File: config.mk
export PLATFORM = sky130hd
export DESIGN_NAME = bpmon_top
export DESIGN_NICKNAME = d
export VERILOG_FILES = /design/src/rtl/bpmon_pkg.sv /design/src/rtl/bpmon_cmp_if.sv /design/src/rtl/bpmon_cmp.sv /design/src/rtl/bpmon_top.sv
export SDC_FILE = /design/constraint.sdc
export NUM_CORES = 1
export LEC_CHECK = 0
export BUFFER_PORTS_ARGS = -buffer_cell sky130_fd_sc_hd__buf_2
export CORE_AREA = 2 2 234 190
export DETAILED_ROUTE_END_ITERATION = 8
export DIE_AREA = 0 0 236 192
export PLACE_DENSITY_LB_ADDON = 0.08
export SLEW_MARGIN = 20
export SYNTH_ARGS = -nofsm -noshare
export SYNTH_HDL_FRONTEND = slang
export SYNTH_HIERARCHICAL = 1
export SYNTH_SLANG_ARGS = --single-unit
File: constraint.sdc
create_clock -name pclk -period 5.1 [get_ports pclk]
set_input_delay 0.255 -clock pclk [delete_from_list [all_inputs] [get_ports pclk]]
set_output_delay 0.255 -clock pclk [all_outputs]
set_load 0.02 [all_outputs]
File: src/rtl/bpmon_pkg.sv
package bpmon_pkg;
  localparam int ADDR_W = 24;
  localparam int DATA_W = 32;
  localparam int PADDR_W = 12;
  localparam int NCMP = 3;
  // register byte addresses
  localparam logic [11:0] OFS_CTRL  = 12'h000;
  localparam logic [11:0] OFS_SEQ   = 12'h004;
  localparam logic [11:0] OFS_STAT  = 12'h008;
  localparam logic [11:0] OFS_CCTL  = 12'h00C;
  localparam logic [11:0] OFS_CADR  = 12'h018;
  localparam logic [11:0] OFS_ADATA = 12'h024;
  localparam logic [11:0] OFS_AMASK = 12'h028;
  localparam logic [11:0] OFS_STEP  = 12'h004;
  // monitor_control_one fields
  localparam int CTL_ARM  = 7;
  localparam int CTL_FORCE_TRIGGER = 6;
  localparam int CTL_HALT = 4;
  localparam int CTL_BRK  = 3;
  localparam int CTL_EEV  = 1;
  // sequencer configuration fields
  localparam int SEQ_M1 = 0;
  localparam int SEQ_M2 = 4;
  localparam int SEQ_MD = 8;
  // status fields
  localparam int ST_STATE = 0;
  localparam int ST_EEVF  = 4;
  localparam int ST_TRIGF = 6;
  localparam int ST_HITF  = 8;
  // comparator control fields
  localparam int CC_EN   = 0;
  localparam int CC_INST = 1;
  localparam int CC_RWE  = 2;
  localparam int CC_RW   = 3;
  localparam logic [3:0]  CCTL_RST = 4'h0;
  localparam logic [31:0] WORD_RST = 32'h0000_0000;
  typedef enum logic [1:0] {
    BPMON_SIMPLE, BPMON_INSIDE, BPMON_OUTSIDE, BPMON_RSVD
  } bpmon_mode_t;
endpackage : bpmon_pkg

File: src/rtl/bpmon_cmp_if.sv
`timescale 1ns/100ps
`default_nettype none
interface bpmon_cmp_if;
  import bpmon_pkg::*;
  logic              en;
  logic              inst;
  logic              rwe;
  logic              rw;
  logic              use_data;
  logic [ADDR_W-1:0] ref_addr;
  logic [DATA_W-1:0] ref_data;
  logic [DATA_W-1:0] mask;
  logic              bus_valid;
  logic              bus_rd;
  logic              bus_inst;
  logic [ADDR_W-1:0] bus_addr;
  logic [DATA_W-1:0] bus_data;
  logic              qual;
  logic              hit;
  logic              ge;
  logic              le;
  modport ctl (output en, inst, rwe, rw, use_data, ref_addr, ref_data,
               mask, bus_valid, bus_rd, bus_inst, bus_addr, bus_data,
               input qual, hit, ge, le);
  modport cmp (input en, inst, rwe, rw, use_data, ref_addr, ref_data,
               mask, bus_valid, bus_rd, bus_inst, bus_addr, bus_data,
               output qual, hit, ge, le);
endinterface : bpmon_cmp_if
`default_nettype wire

File: src/rtl/bpmon_cmp.sv
`timescale 1ns/100ps
`default_nettype none
module bpmon_cmp (
  bpmon_cmp_if.cmp c
);
  import bpmon_pkg::*;
  wire fetch_ok;
  wire dir_ok;
  wire data_ok;
  wire addr_eq;
  // instruction fetch or data access, and read or write qualification
  assign fetch_ok = (c.inst == c.bus_inst);
  assign dir_ok   = !c.rwe || (c.rw == c.bus_rd);
  assign c.qual   = c.en && c.bus_valid && fetch_ok && dir_ok;
  // a set mask bit drops that data bit from the compare
  assign data_ok  = !c.use_data ||
                    (((c.bus_data ^ c.ref_data) & ~c.mask) == '0);
  assign addr_eq  = (c.bus_addr == c.ref_addr);
  assign c.hit    = c.qual && addr_eq && data_ok;
  assign c.ge     = (c.bus_addr >= c.ref_addr);
  assign c.le     = (c.bus_addr <= c.ref_addr);
endmodule : bpmon_cmp
`default_nettype wire

File: src/rtl/bpmon_top.sv
// Decided for this implementation: the APB interface to the registers and the register addresses.
`timescale 1ns/100ps
`default_nettype none
// How it works
// - three comparators A, B and D watch the processor bus
// - comparator A checks full address and the 32-bit data bus
// - comparator A data mask removes masked bits from the data check
// - comparators B and D check the address only
// - each comparator watches fetch addresses or data access addresses
// - each comparator can qualify on read or on write cycles
// - simple mode matches on equal address and data
// - inside range matches when min <= address <= max
// - outside range matches when address < min or address > max
// - one match or a configured series of matches requests a breakpoint
// - sequencer steps on matches, trigger writes or enabled external events
// - breakpoint requests halted debug state or soft trap, as configured
// - controller halt command is served and leaves the unit armed
// - only falling edges of the external event input are events
// - an enable field in control one gates the external event
// - external input is synchronised, acting three cycles after the edge
// - in stop mode the synchroniser holds and events are ignored
// - the unit works in every functional mode
// - while armed only arm and trigger bits accept writes
// - trigger bit is always writable and reads as zero
// - hardware disarm beats a simultaneous software write
module bpmon_top (
  input  wire logic                          pclk,
  input  wire logic                          presetn,
  input  wire logic                          psel,
  input  wire logic                          penable,
  input  wire logic                          pwrite,
  input  wire logic [bpmon_pkg::PADDR_W-1:0] paddr,
  input  wire logic [bpmon_pkg::DATA_W-1:0]  pwdata,
  output var  logic [bpmon_pkg::DATA_W-1:0]  prdata_ff,
  output var  logic                          pready_ff,
  output var  logic                          pslverr_ff,
  input  wire logic                          bus_valid,
  input  wire logic                          bus_rd,
  input  wire logic                          bus_inst,
  input  wire logic [bpmon_pkg::ADDR_W-1:0]  bus_addr,
  input  wire logic [bpmon_pkg::DATA_W-1:0]  bus_data,
  input  wire logic                          halt_cmd,
  input  wire logic                          stop_mode,
  input  wire logic                          ext_event_input,
  output var  logic                          halt_req_ff,
  output var  logic                          trap_req_ff,
  output var  logic                          armed_ff
);
  import bpmon_pkg::*;

  typedef enum logic [1:0] {SQ_IDLE, SQ_ONE, SQ_TWO} bpmon_seq_t;

  function automatic logic any_in(input logic [2:0] h,
                                  input logic [2:0] m);
    any_in = |(h & m);
  endfunction : any_in

  bpmon_seq_t        state_ff;
  bpmon_seq_t        nxt_state;
  logic              nxt_armed;
  logic              halt_sel_ff;
  logic              brk_en_ff;
  logic              ext_en_ff;
  logic [2:0]        mask1_ff;
  logic [2:0]        mask2_ff;
  bpmon_mode_t       mode_ff;
  logic [3:0]        cctl_ff [NCMP];
  logic [ADDR_W-1:0] cadr_ff [NCMP];
  logic [DATA_W-1:0] adata_ff;
  logic [DATA_W-1:0] amask_ff;
  logic              trigf_ff;
  logic              eevf_ff;
  logic [2:0]        hitf_ff;
  logic [2:0]        ext_sync_ff;
  logic              ext_lvl_ff;

  // apb decode
  wire       setup_rd;
  wire       acc;
  wire       wr;
  wire       ctl_wr;
  wire       cfg_wr;
  wire [3:0] sel_cctl;
  wire [3:0] sel_cadr;
  wire       sel_seq;
  wire       sel_adata;
  wire       sel_amask;
  wire       mapped;

  assign acc       = psel && penable && pready_ff;
  assign setup_rd  = psel && !penable && !pwrite;
  assign wr        = acc && pwrite;
  assign ctl_wr    = wr && (paddr == OFS_CTRL);
  assign cfg_wr    = wr && !armed_ff;
  assign sel_seq   = (paddr == OFS_SEQ);
  assign sel_adata = (paddr == OFS_ADATA);
  assign sel_amask = (paddr == OFS_AMASK);
  genvar gi;
  generate
    for (gi = 0; gi < NCMP; gi++) begin : g_sel
      assign sel_cctl[gi] = (paddr == OFS_CCTL + 12'(gi) * OFS_STEP);
      assign sel_cadr[gi] = (paddr == OFS_CADR + 12'(gi) * OFS_STEP);
    end
  endgenerate
  assign sel_cctl[3] = 1'b0;
  assign sel_cadr[3] = 1'b0;
  assign mapped = (paddr == OFS_CTRL) || (paddr == OFS_STAT) || sel_seq
                  || (|sel_cctl) || (|sel_cadr) || sel_adata || sel_amask;

  // comparators
  bpmon_cmp_if cif [NCMP] ();
  generate
    for (gi = 0; gi < NCMP; gi++) begin : g_cmp
      assign cif[gi].en        = cctl_ff[gi][CC_EN];
      assign cif[gi].inst      = cctl_ff[gi][CC_INST];
      assign cif[gi].rwe       = cctl_ff[gi][CC_RWE];
      assign cif[gi].rw        = cctl_ff[gi][CC_RW];
      assign cif[gi].use_data  = (gi == 0);
      assign cif[gi].ref_addr  = cadr_ff[gi];
      assign cif[gi].ref_data  = adata_ff;
      assign cif[gi].mask      = amask_ff;
      assign cif[gi].bus_valid = bus_valid;
      assign cif[gi].bus_rd    = bus_rd;
      assign cif[gi].bus_inst  = bus_inst;
      assign cif[gi].bus_addr  = bus_addr;
      assign cif[gi].bus_data  = bus_data;
      bpmon_cmp u_cmp (.c(cif[gi]));
    end
  endgenerate

  // A holds the lower bound, B the upper bound, qualified by A's setup
  wire       in_rng;
  wire       out_rng;
  wire [2:0] hits;
  assign in_rng  = cif[0].qual && cif[0].ge && cif[1].le;
  assign out_rng = cif[0].qual && (!cif[0].ge || !cif[1].le);
  assign hits[0] = (mode_ff == BPMON_INSIDE)  ? in_rng :
                   (mode_ff == BPMON_OUTSIDE) ? out_rng :
                   cif[0].hit;
  assign hits[1] = cif[1].hit;
  assign hits[2] = cif[2].hit;

  // external event: three stages, a fall counts when stages two and
  // three agree low after a high level; frozen in stop mode
  wire ext_fall;
  wire ext_adv;
  assign ext_fall = !stop_mode && ext_lvl_ff && !ext_sync_ff[1]
                    && !ext_sync_ff[2];
  assign ext_adv  = ext_fall && ext_en_ff;

  always_ff @(posedge pclk or negedge presetn) begin
    if (!presetn) begin
      ext_sync_ff <= 3'h7;
      ext_lvl_ff  <= 1'b1;
    end else if (!stop_mode) begin
      ext_sync_ff <= {ext_sync_ff[1:0], ext_event_input};
      if (ext_sync_ff[1] == ext_sync_ff[2]) begin
        ext_lvl_ff <= ext_sync_ff[2];
      end
    end
  end

  // sequencer
  wire force_trigger_wr;
  wire arm_wr;
  wire adv1;
  wire adv2;
  wire fire;
  assign force_trigger_wr = ctl_wr && pwdata[CTL_FORCE_TRIGGER];
  assign arm_wr  = ctl_wr && pwdata[CTL_ARM];
  assign adv1    = any_in(hits, mask1_ff) || ext_adv;
  assign adv2    = any_in(hits, mask2_ff) || ext_adv;
  assign fire    = armed_ff && (force_trigger_wr || (state_ff == SQ_ONE && adv1
                   && mask2_ff == 3'h0) || (state_ff == SQ_TWO && adv2));

  always_comb begin
    nxt_state = state_ff;
    nxt_armed = armed_ff;
    if (ctl_wr) begin
      nxt_armed = pwdata[CTL_ARM];
    end
    case (state_ff)
      SQ_IDLE: begin
        if (arm_wr) begin
          nxt_state = SQ_ONE;
        end
      end
      SQ_ONE: begin
        if (adv1) begin
          nxt_state = SQ_TWO;
        end
      end
      SQ_TWO: begin
        nxt_state = SQ_TWO;
      end
      default: begin
        nxt_state = SQ_IDLE;
      end
    endcase
    if (armed_ff && !nxt_armed) begin
      nxt_state = SQ_IDLE;
    end
    if (fire) begin
      nxt_armed = 1'b0;
      nxt_state = SQ_IDLE;
    end
  end

  always_ff @(posedge pclk or negedge presetn) begin
    if (!presetn) begin
      state_ff <= SQ_IDLE;
      armed_ff <= 1'b0;
    end else begin
      state_ff <= nxt_state;
      armed_ff <= nxt_armed;
    end
  end

  // breakpoint and halt requests; a halt command leaves arm untouched
  always_ff @(posedge pclk or negedge presetn) begin
    if (!presetn) begin
      halt_req_ff <= 1'b0;
      trap_req_ff <= 1'b0;
    end else begin
      halt_req_ff <= (fire && brk_en_ff && halt_sel_ff) || halt_cmd;
      trap_req_ff <= fire && brk_en_ff && !halt_sel_ff;
    end
  end

  // sticky flags, cleared on arming; set only while armed, so an event in the arming cycle is dropped
  wire clr_flags;
  assign clr_flags = arm_wr && !armed_ff;
  always_ff @(posedge pclk or negedge presetn) begin
    if (!presetn) begin
      trigf_ff <= 1'b0;
      eevf_ff  <= 1'b0;
      hitf_ff  <= 3'h0;
    end else begin
      trigf_ff <= (trigf_ff && !clr_flags) || (armed_ff && force_trigger_wr);
      eevf_ff  <= (eevf_ff && !clr_flags) || (armed_ff && ext_adv);
      hitf_ff  <= (hitf_ff & {3{!clr_flags}}) | (hits & {3{armed_ff}});
    end
  end

  // configuration, locked while armed
  always_ff @(posedge pclk or negedge presetn) begin
    if (!presetn) begin
      halt_sel_ff <= 1'b0;
      brk_en_ff   <= 1'b0;
      ext_en_ff   <= 1'b0;
      mask1_ff    <= 3'h0;
      mask2_ff    <= 3'h0;
      mode_ff     <= BPMON_SIMPLE;
      adata_ff    <= WORD_RST;
      amask_ff    <= WORD_RST;
    end else if (cfg_wr) begin
      if (paddr == OFS_CTRL) begin
        halt_sel_ff <= pwdata[CTL_HALT];
        brk_en_ff   <= pwdata[CTL_BRK];
        ext_en_ff   <= pwdata[CTL_EEV];
      end
      if (sel_seq) begin
        mask1_ff <= pwdata[SEQ_M1 +: 3];
        mask2_ff <= pwdata[SEQ_M2 +: 3];
        mode_ff  <= bpmon_mode_t'(pwdata[SEQ_MD +: 2]);
      end
      if (sel_adata) begin
        adata_ff <= pwdata;
      end
      if (sel_amask) begin
        amask_ff <= pwdata;
      end
    end
  end

  always_ff @(posedge pclk or negedge presetn) begin
    if (!presetn) begin
      for (int i = 0; i < NCMP; i++) begin
        cctl_ff[i] <= CCTL_RST;
        cadr_ff[i] <= '0;
      end
    end else if (cfg_wr) begin
      for (int i = 0; i < NCMP; i++) begin
        if (sel_cctl[i]) begin
          cctl_ff[i] <= pwdata[3:0];
        end
        if (sel_cadr[i]) begin
          cadr_ff[i] <= pwdata[ADDR_W-1:0];
        end
      end
    end
  end

  // read mux; trigger always reads zero
  logic [DATA_W-1:0] rd_val;
  always_comb begin
    rd_val = '0;
    if (paddr == OFS_CTRL) begin
      rd_val[CTL_ARM]  = armed_ff;
      rd_val[CTL_HALT] = halt_sel_ff;
      rd_val[CTL_BRK]  = brk_en_ff;
      rd_val[CTL_EEV]  = ext_en_ff;
    end
    if (sel_seq) begin
      rd_val[SEQ_M1 +: 3] = mask1_ff;
      rd_val[SEQ_M2 +: 3] = mask2_ff;
      rd_val[SEQ_MD +: 2] = mode_ff;
    end
    if (paddr == OFS_STAT) begin
      rd_val[ST_STATE +: 2] = state_ff;
      rd_val[ST_EEVF]       = eevf_ff;
      rd_val[ST_TRIGF]      = trigf_ff;
      rd_val[ST_HITF +: 3]  = hitf_ff;
    end
    for (int i = 0; i < NCMP; i++) begin
      if (sel_cctl[i]) begin
        rd_val[3:0] = cctl_ff[i];
      end
      if (sel_cadr[i]) begin
        rd_val[ADDR_W-1:0] = cadr_ff[i];
      end
    end
    if (sel_adata) begin
      rd_val = adata_ff;
    end
    if (sel_amask) begin
      rd_val = amask_ff;
    end
  end

  // one wait-free access phase: pready rises in the access cycle
  always_ff @(posedge pclk or negedge presetn) begin
    if (!presetn) begin
      pready_ff  <= 1'b0;
      pslverr_ff <= 1'b0;
      prdata_ff  <= WORD_RST;
    end else begin
      pready_ff  <= psel && !penable;
      pslverr_ff <= psel && !penable && !mapped;
      if (setup_rd) begin
        prdata_ff <= rd_val;
      end
    end
  end
endmodule : bpmon_top
`default_nettype wire

# After elaboration in Yosys (flattened, before gate mapping)
# Cells that the tools add are included.
# word_totals
regBits	207
out_inout_bits	37
# classes
magnitude_cmp	2
n_eq_ne	26
n_bitwise	9
mux	27
reduce_logical	95
# ops
cell	n
$eq 24x24->1	3
$mux 24	3
$mux 32	2
$eq 12x5->1 const B	4
$logic_and 1x1->1	43
$eq 12x6->1 const B	3
$and 32x32->32	1
$logic_not 32->1	1
$not 32->32	1
$xor 32x32->32	1
$eq 12x4->1 const B	2
$ge 24x24->1	1
$le 24x24->1	1
$reduce_and 2->1	12
$logic_or 1x1->1	17
$logic_not 1->1	15
$mux 2	7
$and 3x3->3	4
$eq 12x3->1 const B	1
$logic_not 12->1	1
$mux 4	3
$reduce_or 3->1	4
$mux 3	3
$mux 1	8
10 further kinds	18

# Longest topological paths before layout
# Gate-level depths: netlist (run 1).
# depth
ltp_word	18
ltp_mapped	12
mapped_depth_nobuf	12

# By module
# The synthesis (run 1) kept the hierarchy.
# by_module_without_submodules
mod	cells_each	area_per_inst_um2	n_inst
bpmon_top	768	9509.1	1
bpmon_cmp	142	1078.5	3

# Worst setup path before layout (run 1)
# OpenSTA, ideal clock, no wires.
# synth_path
path_kind	register -> register
from	register cadr_ff (netlist bit cif[0].ref_addr[19])
to	register state_ff[0]
path_slack_ns	1.909
path_stages_with_launch	13
synth_period_minus_slack_ns	3.191
t_arrival_ns	3.064
required_time_ns	4.973
setup_time_ns	0.127
path_buffers	0
cell_sequence	dfrtp_1 -> inv_1 -> ha_1 -> and3_4 -> a221o_1 -> a221o_1 -> or3_1 -> or3b_1 -> a21bo_2 -> o211ai_1 -> a32oi_1 -> a31oi_1 -> a21oi_1
# synth_via
elab_chain_len	16
elab_cells_between_ends	27
classes_between	order compare (1); eq/ne (3); mux (3); bitwise (2); reduce/logical (18)
# synth_lines
item	line	rtl
from (decl)	bpmon_top.sv:68	logic [ADDR_W-1:0] cadr_ff [NCMP];
from (signal, indexed assignment)	bpmon_top.sv:288	cadr_ff[i] <= pwdata[ADDR_W-1:0];
$ge 24x24->1 *	bpmon_cmp.sv:20	assign c.ge = (c.bus_addr >= c.ref_addr);
via cif[0].ge	bpmon_cmp_if.sv:20	logic ge;
$logic_not 1->1	bpmon_top.sv:136	assign out_rng = cif[0].qual && (!cif[0].ge || !cif[1].le);
$logic_or 1x1->1	bpmon_top.sv:136	
$logic_and 1x1->1	bpmon_top.sv:136	
$mux 1	bpmon_top.sv:138	(mode_ff == BPMON_OUTSIDE) ? out_rng :
$mux 1 *	bpmon_top.sv:137	assign hits[0] = (mode_ff == BPMON_INSIDE) ? in_rng :
$and 3x3->3	bpmon_top.sv:55	any_in = |(h & m);
$reduce_or 3->1	bpmon_top.sv:55	
$logic_or 1x1->1	bpmon_top.sv:171	assign adv1 = any_in(hits, mask1_ff) || ext_adv;
$logic_and 1x1->1	bpmon_top.sv:173	assign fire = armed_ff && (force_trigger_wr || (state_ff == SQ_ONE && adv1
$logic_and 1x1->1	bpmon_top.sv:174	&& mask2_ff == 3'h0) || (state_ff == SQ_TWO && adv2));
$logic_or 1x1->1	bpmon_top.sv:173	
$logic_or 1x1->1	bpmon_top.sv:174	
$logic_and 1x1->1	bpmon_top.sv:173	
$ne 4x3->1 (no source line) / $ne 4x4->1 (equally long branches)	n/a	
$reduce_and 2->1 (no source line)	n/a	
to (signal assigned)	bpmon_top.sv:214	state_ff <= nxt_state;
to (decl)	bpmon_top.sv:58	bpmon_seq_t state_ff;
# The timed path passes the listed nets; every way through them passes the cells marked *.
# A chain may end at the register's enable or synchronous reset.

# Worst setup path in the final report (run 1)
# layout_path
from	register cadr_ff (netlist bit cif[0].ref_addr[19])
to	register trap_req_ff
# layout_via
elab_chain_len	16
elab_cells_between_ends	25
classes_between	order compare (1); eq/ne (1); mux (2); bitwise (2); reduce/logical (19)
# layout_lines
item	line	rtl
$ge 24x24->1 *	bpmon_cmp.sv:20	
via cif[0].ge	bpmon_cmp_if.sv:20	
$logic_not 1->1	bpmon_top.sv:136	
$logic_or 1x1->1	bpmon_top.sv:136	
$logic_and 1x1->1	bpmon_top.sv:136	
$mux 1	bpmon_top.sv:138	
$mux 1 *	bpmon_top.sv:137	
$and 3x3->3	bpmon_top.sv:55	
$reduce_or 3->1	bpmon_top.sv:55	
$logic_or 1x1->1	bpmon_top.sv:171	
$logic_and 1x1->1	bpmon_top.sv:173	
$logic_and 1x1->1	bpmon_top.sv:174	
$logic_or 1x1->1	bpmon_top.sv:173	
$logic_or 1x1->1 *	bpmon_top.sv:174	
$logic_and 1x1->1 *	bpmon_top.sv:173	
$logic_and 1x1->1 * (2 in a row)	bpmon_top.sv:226	trap_req_ff <= fire && brk_en_ff && !halt_sel_ff;
to (signal assigned)	bpmon_top.sv:226	
to (decl)	bpmon_top.sv:46	output var logic trap_req_ff,
# Marks and branches as above.

==> metrics.md, run 1 <==
| Metric | Value |
|---|---|
| Bufs on Longest Clock Path | 3 |
| Fill cells | 4379 |
| Core Region | 42800 um2 |
| RSZ-0062 raised after global routing | no |
| Hold Crit Class | in -> reg |
| DP Wirelength | 34000 um |
| Comb power frac | 0.122 |
| Die Ht | 192 um |
| Tcrit/Tclk final | 0.739 |
| Cell Int Power | 3000 uW |
| Cells after synthesis | 1163 |
| Number of max-cap violations | 0 |
| Clk_lat worst skew | 0.55 ns |
| CTS Sinks | 207 |
| Routed Antenna Nets | 0 |
| 1st-iter DRT viols | 650 |
| TritonCTS clock tree | done |
| Relative slew slack | 0.253 |
| Drt total wl | 46500 um |
| First-pass GRT wire length | 69200 um |
| Postcts setup bufs | 0 |
| Sw Ratio | 0.273 |
| CTS root buf | clkbuf_16 |
| WHS Path Cells | 2 |
| Drt via density | 5.17 |
| Clock power share | 0.461 |
| Setup TNS | 0 ns |
| FP Rows | 68 |
| Reg2reg end | trap_req_ff |
| Hold_sp | pwdata[20] |
| Die Width | 236 um |
| Reg-to-reg startpoint | cif[0].ref_addr[19] |
| Status | finished clean |
| Post-CTS resize count | 0 |
| Nets | 1510 |
| P_sw | 1130 uW |
| Reg2Reg Depth | 12 |
| H-tree levels | 1 |
| Mapped Area | 12500 um2 |
| Via count | 9826 |
| Sequential fraction of design power | 0.417 |
| Ports | 148 |
| Die ar. | 45300 um2 |
| Pwr dens | 277 nW/um2 |
| Placed Cells | 1839 |
| Worst Hold End | cif[0].ref_addr[20] |
| Pleak | 0.00661 uW |
| Fin. max-slew vios | 0 |
| Nature of the critical path endpoint | flip-flop |
| Max VDD drop | 0.200 mV |
| Fin cells | 1901 |
| Initial Utilization | 0.293 |
| DP Area | 13900 um2 |
| Vias in the first global route | 10070 |
| Commonest non-fill, non-tap cell in the layout | dfrtp_1 |
| Synth warnings | 6 |
| DR WL/cell | 24.5 um |
| Setup violators final | 0 |
| Cts bufs inserted | 27 |
| Setup Crit Path Kind | reg -> reg |
| Most frequent cells in the layout | 203 x dfrtp_1, 146 x buf_2, 143 x mux2_2, 99 x xnor2_1, 83 x inv_1 |
| Hold Violations, Final | 0 |
| Post-route DRC violation count | 0 |
| Layout cell share with drive strength beyond 1 | 0.282 |
| Gp weighted congestion | 0.863 |
| Max Fanout on Critical Path | 4 |
| Clk slew on worst S/H paths | 0.06 ns |
| GRT Util Overall | 0.207 |
| Largest net degree at the start of global routing | 110 |
| Syn avg cell area | 10.8 um2 |
| Drt pass-1 iters | 6 |
| CP startpoint kind | flip-flop |
| Grt total ovfl | 0 |
| Slew @ Worst Pin | 1.12 ns |
| Worst endpoint required time | 5.58 ns |
| Initial antenna violation count | 2 |
| Setup Skew | 0.0132 ns |
| Port Buffers | 147 |
| Final Cell Area | 14900 um2 |
| Area Overhead vs Synth | 18.9% |
| Highest Clock Rate | 265 MHz |
| Register-to-register setup slack | 1.33 ns |
| Arr. time, crit path | 4.25 ns |
| Crit path time final | 3.77 ns |
[registers in the layout, summed over array words and instances (netlist names), 2 cells and up]
signal / count
hitf_ff: 3
adata_ff: 32
prdata_ff: 32
mask1_ff: 3
amask_ff: 32
ext_sync_ff: 3
cif.ref_addr: 72
mask2_ff: 3
cctl_ff: 12
state_ff: 2
mode_ff: 2
[critical path, stage by stage, from the launching register on]
cell and delay [ns]:
dfrtp_1 0.36, inv_1 0.05, ha_1 0.30, and3_4 0.19, a221o_1 0.34, a221o_1 0.29
or3_1 0.41, or3b_1 0.44, a21bo_2 0.21, o211ai_1 0.47, a32oi_1 0.27, nand3_1 0.18
and4b_1 0.20
[metal layers]
| metal | GRT usage | routed length, um | vias up |
|---|---|---|---|
| li1 | - | - | 4616 |
| met1 | 0.314 | 23600 | 4890 |
| met2 | 0.309 | 19500 | 263 |
| met3 | 0.0297 | 2520 | 55 |
| met4 | 0.0429 | 942 | 2 |
| met5 | 0 | 13 | - |
[area by class of cell]
type	count	area, um2	share of cell area
multi-input cells	825	6820	0.457
flip-flops and latches	207	5180	0.348
repair buffers	179	1040	0.0695
clock buffers	34	742	0.0497
well taps	560	701	0.0470
inverters	83	312	0.0209
clock inverters	12	120	0.00805
diodes	1	2.50	0.000168
[how the worst max path moves through the flow]
stage,startpoint,endpoint,slack (ns),cells after the start
after global placement,cif[0].ref_addr[19],state_ff[1],1.40,12
final,cif[0].ref_addr[19],trap_req_ff,1.33,12
after global routing,cif[1].ref_addr[22],trap_req_ff,1.15,11
after CTS,cif[0].ref_addr[19],trap_req_ff,1.35,12
after floorplan,cif[0].ref_addr[19],state_ff[0],1.93,12
after detailed placement,cif[0].ref_addr[18],state_ff[0],1.35,12
[power by group through the flow]
stage / combinational, uW / clock [uW] / sequential, uW
floorplan: 230 / 0 / 1770
global placement: 499 / 0 / 1750
detailed placement: 501 / 0 / 1750
CTS: 512 / 1950 / 1720
global route: 562 / 2020 / 1730
finish: 505 / 1900 / 1730
[metrics by stage]
step | setup slack (ns) | total power [uW] | util | hold WS (ns)
4_1_cts | 1.35 | 4190 | 0.348 | 0.00211
5_1_grt | 1.15 | 4310 | 0.349 | 0.0179
3_3_place_gp | 1.40 | 2250 | 0.325 | 0.399
3_5_place_dp | 1.35 | 2250 | 0.325 | 0.399
6_report | 1.33 | 4130 | 0.349 | 0.0143
2_1_floorplan | 1.93 | 2000 | - | -0.0406
[repair_timing]
| action | CTS | global route |
|---|---|---|
| setup endpoints to repair | 0 | 0 |
| hold endpoints to repair | 120 | 0 |
| hold buffers | 15 | 0 |
No activity file was read; power rests on OpenSTA's default activity.
==> run 2, diff against run 1 <==
==> constraint.sdc (replaced) <==
create_clock -name pclk -period 3.85 [get_ports pclk]
set_input_delay 0.1925 -clock pclk [delete_from_list [all_inputs] [get_ports pclk]]
set_output_delay 0.1925 -clock pclk [all_outputs]
set_load 0.02 [all_outputs]
==> metrics.md, run 2 (synthesis gave the netlist of run 1 again) <==
| Metric | Value |
|---|---|
| Post-route DRC violation count | 0 |
| DP Area | 14000 um2 |
| Hold Crit Class | in -> reg |
| Highest Clock Rate | 276 MHz |
| Footprint of the multi-input gates | 6810 um2 |
| Initial Utilization | 0.293 |
| Die Ht | 192 um |
| Drt total wl | 46900 um |
| Fin. max-slew vios | 0 |
| Number of flip-flops under the largest register name | 72 |
| Tcrit/Tclk final | 0.941 |
| Drt pass-1 iters | 8 |
| Layout cell share with drive strength beyond 1 | 0.288 |
| DR WL/cell | 24.3 um |
| Arr. time, crit path | 4.08 ns |
| CTS Sinks | 207 |
| Number of max-cap violations | 0 |
| CTS root buf | clkbuf_16 |
| TritonCTS clock tree | done |
| Bufs on Longest Clock Path | 3 |
| Cts bufs inserted | 27 |
| FP Rows | 68 |
| Relative slew slack | 0.302 |
| Hold_sp | pwdata[5] |
| Postcts setup bufs | 0 |
| ANT cells | 0 |
| Grt total ovfl | 0 |
| Nets | 1537 |
| Nature of the critical path endpoint | flip-flop |
| Pwr dens | 364 nW/um2 |
| Worst endpoint required time | 4.30 ns |
| Setup TNS | 0 ns |
| Gp weighted congestion | 0.818 |
| Routed Antenna Nets | 0 |
| Slew @ Worst Pin | 1.05 ns |
| Fill cells | 4359 |
| H-tree levels | 1 |
| DP Wirelength | 34700 um |
| Area Overhead vs Synth | 20.9% |
| Initial antenna violation count | 0 |
| Hold Violations, Final | 0 |
| Drt via density | 5.18 |
| Reg2reg end | halt_req_ff |
| Core Region | 42800 um2 |
| RSZ-0062 raised after global routing | no |
| Register-to-register setup slack | 0.23 ns |
| Port Buffers | 147 |
| GRT Util Overall | 0.209 |
| First-pass GRT wire length | 69900 um |
| Commonest non-fill, non-tap cell in the layout | dfrtp_1 |
| Largest net degree at the start of global routing | 89 |
| Via count | 10011 |
| Power, Total | 5530 uW |
| WHS Path Cells | 2 |
| 1st-iter DRT viols | 727 |
| Most frequent cells in the layout | 203 x dfrtp_1, 146 x buf_2, 143 x mux2_2, 99 x xnor2_1, 83 x inv_1 |
| Ports | 148 |
| CP startpoint kind | flip-flop |
| Crit path time final | 3.62 ns |
| Final Cell Area | 15200 um2 |
| Clk slew on worst S/H paths | 0.06 ns |
| Die ar. | 45300 um2 |
| Post-layout util | 0.355 |
| Pleak | 0.00676 uW |
| Vias in the first global route | 10042 |
| Clk_lat worst skew | 0.57 ns |
| Reg2Reg Depth | 12 |
| Worst Hold End | cif[0].ref_addr[5] |
| Reg-to-reg startpoint | cif[0].ref_addr[19] |
| Setup violators final | 0 |
| Setup Crit Path Kind | reg -> reg |
| Status | finished clean |
| Max VDD drop | 0.280 mV |
| Die Width | 236 um |
| Seq. cell area | 5180 um2 |
| Max Fanout on Critical Path | 4 |
| Setup Skew | 0.0368 ns |
==> run 2: routing by layer <==
metal  wire length (um)  global-route usage  part of all wire
met3               2390              0.0323             0.051
met5                  0                   0                 0
met2              19300               0.303              0.41
met4                820              0.0365             0.017
met1              24400               0.324              0.52
==> run 2: cell type report <==
type                       instances  share of cell area
timing repair buffer             206              0.0838
inverter                          83              0.0205
sequential                       207               0.342
clock buffer                      38              0.0525
clock inverter                    12             0.00618
multi-input combinational        825               0.449
tap                              560              0.0462
==> run 2: timing repair <==
item,in CTS,in global routing
hold buffers,28,0
resized for setup,0,0
endpoints found under the hold margin,173,0
==> run 2: through the flow <==
stage,std cells,setup WS (ns),hold slack (ns)
after floorplan,1164,0.681,-0.103
after global placement,1853,0.273,0.311
after detailed placement,1853,0.259,0.310
after CTS,1931,0.264,0.00235
after global routing,1931,0.0802,0.0223
final,1931,0.227,0.0168
==> run 2: where the power goes <==
group,switching (uW),internal (uW)
combinational,418,267
clock,1060,1500
sequential,45.2,2240
total,1520,4010
==> run 2: worst max-delay path by stage <==
stage	depth (start not counted)	startpoint	end	slack (ns)
6_report	12	cif[0].ref_addr[19]	halt_req_ff	0.23
5_1_grt	13	cif[1].ref_addr[19]	halt_req_ff	0.08
4_1_cts	12	cif[0].ref_addr[19]	halt_req_ff	0.26
3_5_place_dp	12	cif[0].ref_addr[19]	halt_req_ff	0.26
3_3_place_gp	12	cif[0].ref_addr[19]	halt_req_ff	0.27
2_1_floorplan	12	cif[0].ref_addr[19]	state_ff[0]	0.68
==> run 2: critical path: stages, from the launching register on <==
cell      delay [ns]
dfrtp_1         0.37
inv_1           0.06
ha_1            0.31
and3_4          0.19
a221o_1         0.35
a221o_1         0.33
or3_1           0.37
or3b_1          0.42
nand4_1         0.11
nand3b_1        0.24
a32oi_1         0.39
nand3_1         0.14
a41o_1          0.25
